`src/rtl/vpoc_cfg.svh`:
```
// Offsets, field positions and reset values of the video port output configuration
`ifndef VPOC_CFG_SVH
`define VPOC_CFG_SVH

`define VPOC_ADDR_BUS_FORMAT   8'h54
`define VPOC_ADDR_FLOAT_CTRL   8'h55

`define VPOC_FMT_DRIVE_EN      7
`define VPOC_FMT_DARK_EN       6
`define VPOC_FMT_PCLK_EDGE     5
`define VPOC_FMT_SHIFT_HI      3
`define VPOC_FMT_SHIFT_LO      0
`define VPOC_FMT_WMASK         8'hef
`define VPOC_FMT_RESET         8'hc0

`define VPOC_FLT_GLOBAL        4
`define VPOC_FLT_FSYNC_OVR     3
`define VPOC_FLT_LSYNC_OVR     2
`define VPOC_FLT_PCLK_OVR      1
`define VPOC_FLT_XSYNC_OVR     0
`define VPOC_FLT_WMASK         8'h1f
`define VPOC_FLT_RESET         8'h00

`define VPOC_SHIFT_MAX         4'h9
`define VPOC_DATA_BITS         10

`endif

```
`src/rtl/vpoc_pkg.sv`:
```
// Types shared by the video port output configuration block
package vpoc_pkg;

  typedef struct packed {
    logic       frame_sync;
    logic       line_sync;
    logic       pixel_clock;
    logic       external_sync;
    logic [9:0] data;
  } vpoc_pins_t;

  typedef struct packed {
    logic frame_sync;
    logic line_sync;
    logic pixel_clock;
    logic external_sync;
    logic data;
  } vpoc_oe_t;

  typedef struct packed {
    logic [7:0] video_bus_format;
    logic [7:0] video_output_float_control;
    logic [7:0] reg_rdata;
    vpoc_pins_t pins;
    logic       data_valid;
  } vpoc_state_t;

endpackage : vpoc_pkg

```
`src/rtl/vpoc_top.sv`:
```
// Video port output configuration: register pair, bit rotation, masking and float control
//
// Notes on behaviour
// - Drive enable clear floats every port output
// - Dark enable passes every dark pixel flagged by pix_dark
// - Master with dark pixels: line sync on first
// - Edge select bit inverts active pixel clock edge
// - Rotation code n puts MSB on bit 9-n
// - Code 1010 routes bits straight through
// - Global float bit floats all outputs except overridden syncs and pixel clock in master mode, resets clear
// - Per-signal override bits keep their signal driven in master mode
// - Frame sync override works in master mode
// - Line sync override works in master mode
// - Pixel clock override works in master mode
// - External sync override works in master mode
`timescale 1ns/1ns
`include "vpoc_cfg.svh"

module vpoc_top
  import vpoc_pkg::*;
(
  // Clock and reset
  input  wire logic       mclk,
  input  wire logic       resetn,
  // Register port
  input  wire logic       reg_wr,
  input  wire logic       reg_rd,
  input  wire logic [7:0] reg_addr,
  input  wire logic [7:0] reg_wdata,
  output logic      [7:0] reg_rdata,
  // Internal timing and converter
  input  wire logic       master_mode,
  input  wire logic [9:0] adc_word,
  input  wire logic       pix_valid,
  input  wire logic       pix_dark,
  input  wire logic       row_first_dark,
  input  wire logic       row_first_active,
  input  wire logic       row_end,
  input  wire logic       frame_sync_in,
  input  wire logic       pixel_clock_in,
  input  wire logic       external_sync_in,
  // Video port
  output vpoc_pins_t      port_out,
  output vpoc_oe_t        port_oe,
  output logic            data_valid
);

  vpoc_state_t state;
  vpoc_state_t next_state;
  logic [3:0]  shift;
  logic [3:0]  eff_shift;
  logic [9:0]  rotated;
  logic        drive_en;
  logic        dark_en;
  logic        global_float;
  logic        line_start;

  assign shift        = state.video_bus_format[`VPOC_FMT_SHIFT_HI:`VPOC_FMT_SHIFT_LO];
  assign drive_en     = state.video_bus_format[`VPOC_FMT_DRIVE_EN];
  assign dark_en      = state.video_bus_format[`VPOC_FMT_DARK_EN];
  assign global_float = state.video_output_float_control[`VPOC_FLT_GLOBAL];
  // Codes past nine route straight through
  assign eff_shift    = (shift > `VPOC_SHIFT_MAX) ? 4'h0 : shift;

  // Bit i of the bus takes converter bit (i+n) mod 10
  genvar gi;
  generate
    for (gi = 0; gi < `VPOC_DATA_BITS; gi++) begin : g_rot
      logic [4:0] src;
      logic [4:0] src_wrap;
      assign src         = 5'(gi) + {1'b0, eff_shift};
      assign src_wrap    = (src >= 5'(`VPOC_DATA_BITS)) ? src - 5'(`VPOC_DATA_BITS) : src;
      assign rotated[gi] = adc_word[src_wrap[3:0]];
    end
  endgenerate

  // In master mode line sync goes active on the first dark pixel when those are shown
  assign line_start = (master_mode && dark_en) ? row_first_dark : row_first_active;

  always_comb begin
    next_state = state;
    if (reg_wr && reg_addr == `VPOC_ADDR_BUS_FORMAT) begin
      next_state.video_bus_format = reg_wdata & `VPOC_FMT_WMASK;
    end
    if (reg_wr && reg_addr == `VPOC_ADDR_FLOAT_CTRL) begin
      next_state.video_output_float_control = reg_wdata & `VPOC_FLT_WMASK;
    end
    if (reg_rd) begin
      case (reg_addr)
        `VPOC_ADDR_BUS_FORMAT: next_state.reg_rdata = state.video_bus_format;
        `VPOC_ADDR_FLOAT_CTRL: next_state.reg_rdata = state.video_output_float_control;
        default:               next_state.reg_rdata = 8'h00;
      endcase
    end
    next_state.pins.frame_sync    = frame_sync_in;
    next_state.pins.external_sync = external_sync_in;
    next_state.pins.pixel_clock   =
      pixel_clock_in ^ state.video_bus_format[`VPOC_FMT_PCLK_EDGE];
    if (line_start) begin
      next_state.pins.line_sync = 1'b1;
    end else if (row_end) begin
      next_state.pins.line_sync = 1'b0;
    end
    // Dark pixels are withheld when readout is off
    next_state.data_valid = pix_valid && (!pix_dark || dark_en);
    if (pix_valid) begin
      next_state.pins.data = rotated;
    end
  end

  always_ff @(posedge mclk) begin
    if (!resetn) begin
      state                            <= '0;
      state.video_bus_format           <= `VPOC_FMT_RESET;
      state.video_output_float_control <= `VPOC_FLT_RESET;
    end else begin
      state <= next_state;
    end
  end

  // Output enables from drive enable, global float and master-mode overrides
  always_comb begin
    port_oe.data          = drive_en && !global_float;
    port_oe.frame_sync    = drive_en && (!global_float || (master_mode &&
      state.video_output_float_control[`VPOC_FLT_FSYNC_OVR]));
    port_oe.line_sync     = drive_en && (!global_float || (master_mode &&
      state.video_output_float_control[`VPOC_FLT_LSYNC_OVR]));
    port_oe.pixel_clock   = drive_en && (!global_float || (master_mode &&
      state.video_output_float_control[`VPOC_FLT_PCLK_OVR]));
    port_oe.external_sync = drive_en && (!global_float || (master_mode &&
      state.video_output_float_control[`VPOC_FLT_XSYNC_OVR]));
  end

  assign port_out   = state.pins;
  assign data_valid = state.data_valid;
  assign reg_rdata  = state.reg_rdata;
endmodule : vpoc_top

```
`config.mk`:
```
export PLATFORM = sky130hd
export DESIGN_NAME = vpoc_top
export DESIGN_NICKNAME = d
export VERILOG_FILES = /design/src/rtl/vpoc_pkg.sv /design/src/rtl/vpoc_top.sv
export VERILOG_INCLUDE_DIRS = /design/src /design/src/rtl
export SDC_FILE = /design/constraint.sdc
export NUM_CORES = 1
export LEC_CHECK = 0
export BUFFER_PORTS_ARGS = -buffer_cell sky130_fd_sc_hd__buf_2
export CAP_MARGIN = 20
export CELL_PAD_IN_SITES_DETAIL_PLACEMENT = 1
export CELL_PAD_IN_SITES_GLOBAL_PLACEMENT = 2
export CORE_MARGIN = 4
export CORE_UTILIZATION = 32
export CTS_CLUSTER_SIZE = 30
export DETAILED_ROUTE_END_ITERATION = 7
export GPL_TIMING_DRIVEN = 0
export PLACE_DENSITY = 0.9
export SYNTH_ARGS = -nofsm -noshare
export SYNTH_HDL_FRONTEND = slang
export SYNTH_SLANG_ARGS = --single-unit
```
`constraint.sdc`:
```
create_clock -name mclk -period 4.6 [get_ports mclk]
set_input_delay 0.46 -clock mclk [delete_from_list [all_inputs] [get_ports mclk]]
set_output_delay 0.46 -clock mclk [all_outputs]
set_load 0.02 [all_outputs]
```
==> metrics.txt <==
outcome completed; period utilisation layout 93.53%; clk slew on worst S/H paths 70 ps; I/O pins 67; worst hold path class in2reg; Nets 534; Setup Crit Path Kind reg2reg; gr ovfl total 0; Leak 1.632 nW; EDFF count, synth 0; crit path DAT 4510 ps; Gate Count Post-Synth 407; Worst Skew 4.962 ps; clk_lat worst skew 300 ps; setup ws final 297.4 ps; Vias/cell 5.399; wire per inst 17.24 µm; Core Box Area 0.009729 mm²; Bufs on Longest Clock Path 2; Placer Congestion 0.8661; Sink Count 35; synthesis warning total 0; setup violators final 0; synth unique cells 63; synth-to-layout area growth 18.29%; Max Slew Vio Count 0; chip width 107.6 µm; initial antenna violation count 0; Inserted Diodes 0; layout cells sized above 1 24.22%; Top FF cell, synth dfxtp_1; CTS tree yes; syn_area_per_cell 7.799 µm²; total vias in the final route 3304; largest net degree at the start of global routing 16; Fmax 232.4 MHz; GRT Util Overall 18.42%; H-tree depth 2; #FFs+latches synth 35; Slew HR 39.87%; die area 0.01158 mm²; Tot Pwr 0.6706 mW; sequential element share of the synthesized area 22.07%; Total Wirelength 10.55 mm; Maximum Capacitance Violations 0; initial drt markers 130; starting density of the core 32.63%; fin crit period 4303 ps; Setup crit end kind register; unrepaired setup endpoints after global routing no; actual slew at the worst max-slew pin 876.8 ps; remaining antenna violation count 0; FP Rows 36; HPWL after detailed placement 8.181 mm; Setup TNS 0 ps; CP startpoint kind register; Root Driver clkbuf_8; peak supply drop 0.1197 mV; vias in the first global route 3337; drt first pass iters 4; syn_nets 462; Post-route DRC 0; IO Port Bufs 65; PD cells 178.6 mW/mm²; Post-Syn Area 0.003174 mm²; cts bufs inserted 5; Final Hold Fails 0; Worst Path Required 4810 ps; Die Ht 107.6 µm; first-pass GRT wire length 16.92 mm; asr flop ratio synth 0%; pre-CTS setup slack 99.27 ps; peak fanout along the critical path 15
==> cell usage after synthesis, types with 5 or more instances <==
cell type  count  area share (%)
nand2_1       45             5.3
o211ai_1       5             1.2
inv_1         16             1.9
and2_1         6             1.2
a31oi_1        6             1.2
a21oi_1       24             3.8
nor3_1         8             1.3
nand2b_1      10             2.0
a21boi_0      20             4.7
ha_1          16             6.3
clkbuf_1      15             1.8
nand3_1       27             4.3
nor2_1        14             1.7
buf_4         23             5.4
dfxtp_1       35              22
nor2b_1        5            0.99
mux2i_1       30             9.5
o21ai_0       25             3.9
==> cells in the final DEF (no fill, tap or decap), types with 4 or more instances in the layout <==
master     n
o211a_1    4
buf_4     23
a21oi_1   24
dfxtp_1   35
nand3_1   27
o211ai_1   5
a31oi_1    6
nor3_1     8
nand2b_1  10
nand3b_1   4
ha_1      16
clkbuf_8   6
inv_1     16
and2_1     6
a22oi_1    4
o21ai_0   25
nor2b_1    5
buf_2     68
nor2_1    14
xnor2_1    4
a21boi_0  20
mux2i_1   30
clkbuf_1  15
nand2_1   45
==> per-layer routing <==
metal  track usage, %  up-vias  part of all wire [%]
li1                 -     1597                     -
met1            24.20     1627                    46
met2            30.60       66                    48
met3            2.879       14                   4.0
met4            6.312        0                   1.5
met5                0        -                     0
==> metrics by stage <==
step / cells / util (%) / hold slack (ps) / instance area, µm²
after floorplan: 407 / - / 452.8 / 3174
after global placement: 605 / 37.68 / 465.9 / 3666
after detailed placement: 605 / 37.68 / 472.1 / 3666
after CTS: 612 / 38.58 / 325.1 / 3754
after global routing: 612 / 38.59 / 325.3 / 3755
final: 612 / 38.59 / 337.7 / 3755
==> cell families (layout without fill, tap and decap cells) <==
family,count (synthesis),in the layout,synth area share [%]
xor+xnor,7,7,2.404
fa+ha+maj,16,16,6.307
flops,35,35,22.07
buf+inv,62,134,10.41
mux,33,33,11.23
compound gates,127,127,27.59
simple gates,127,127,19.98
==> repair_timing <==
action                                  CTS  global route
gates resized for setup                   0             1
endpoints found under the hold margin     0             0
buffers inserted                          0             0
endpoints found under the setup margin    0             4
hold buffers                              0             0
==> final timing paths <==
| path | start | end | slack (ps) | cells past startpoint |
|---|---|---|---|---|
| max | shift[3] | port_out[5] | 300 | 13 |
| min | pix_dark | data_valid | 340 | 2 |
| max reg2reg | shift[3] | port_out[5] | 300 | 13 |
| min reg2reg | reg_rdata[5] | reg_rdata[5] | 480 | 2 |
==> final cells by class <==
type                       count  area [µm²]
sequential                    35       700.7
multi-input combinational    310        2143
buffer                        43       260.3
tap                          133       166.4
clock inverter                 1       5.005
fill                        1265        5974
timing repair buffer          65       325.3
clock buffer                   6       82.58
inverter                      19       71.32
==> power by group <==
group          switching (mW)  total [mW]  internal (mW)  leakage (nW)
sequential            0.00585       0.319          0.313         0.286
clock                   0.116       0.233          0.117        0.0470
combinational          0.0649       0.118         0.0536          1.30
total                   0.186       0.671          0.484          1.63
==> worst max-delay path, stage by stage, from the launching register on <==
cell	delay, ps
dfxtp_1	460
clkbuf_1	490
nand2b_1	320
clkbuf_2	380
ha_1	270
clkbuf_1	450
inv_1	230
ha_1	330
inv_1	100
a211oi_1	50
a311oi_1	560
mux2i_1	260
a21oi_1	90
o311ai_1	220
==> flip-flops by register name (all words and copies together) (netlist names) <==
name and flops:
data_valid 1, state 5, drive_en 1, global_float 1
shift 4, port_out 14, reg_rdata 8, dark_en 1
No activity file was read; power rests on OpenSTA's default activity.
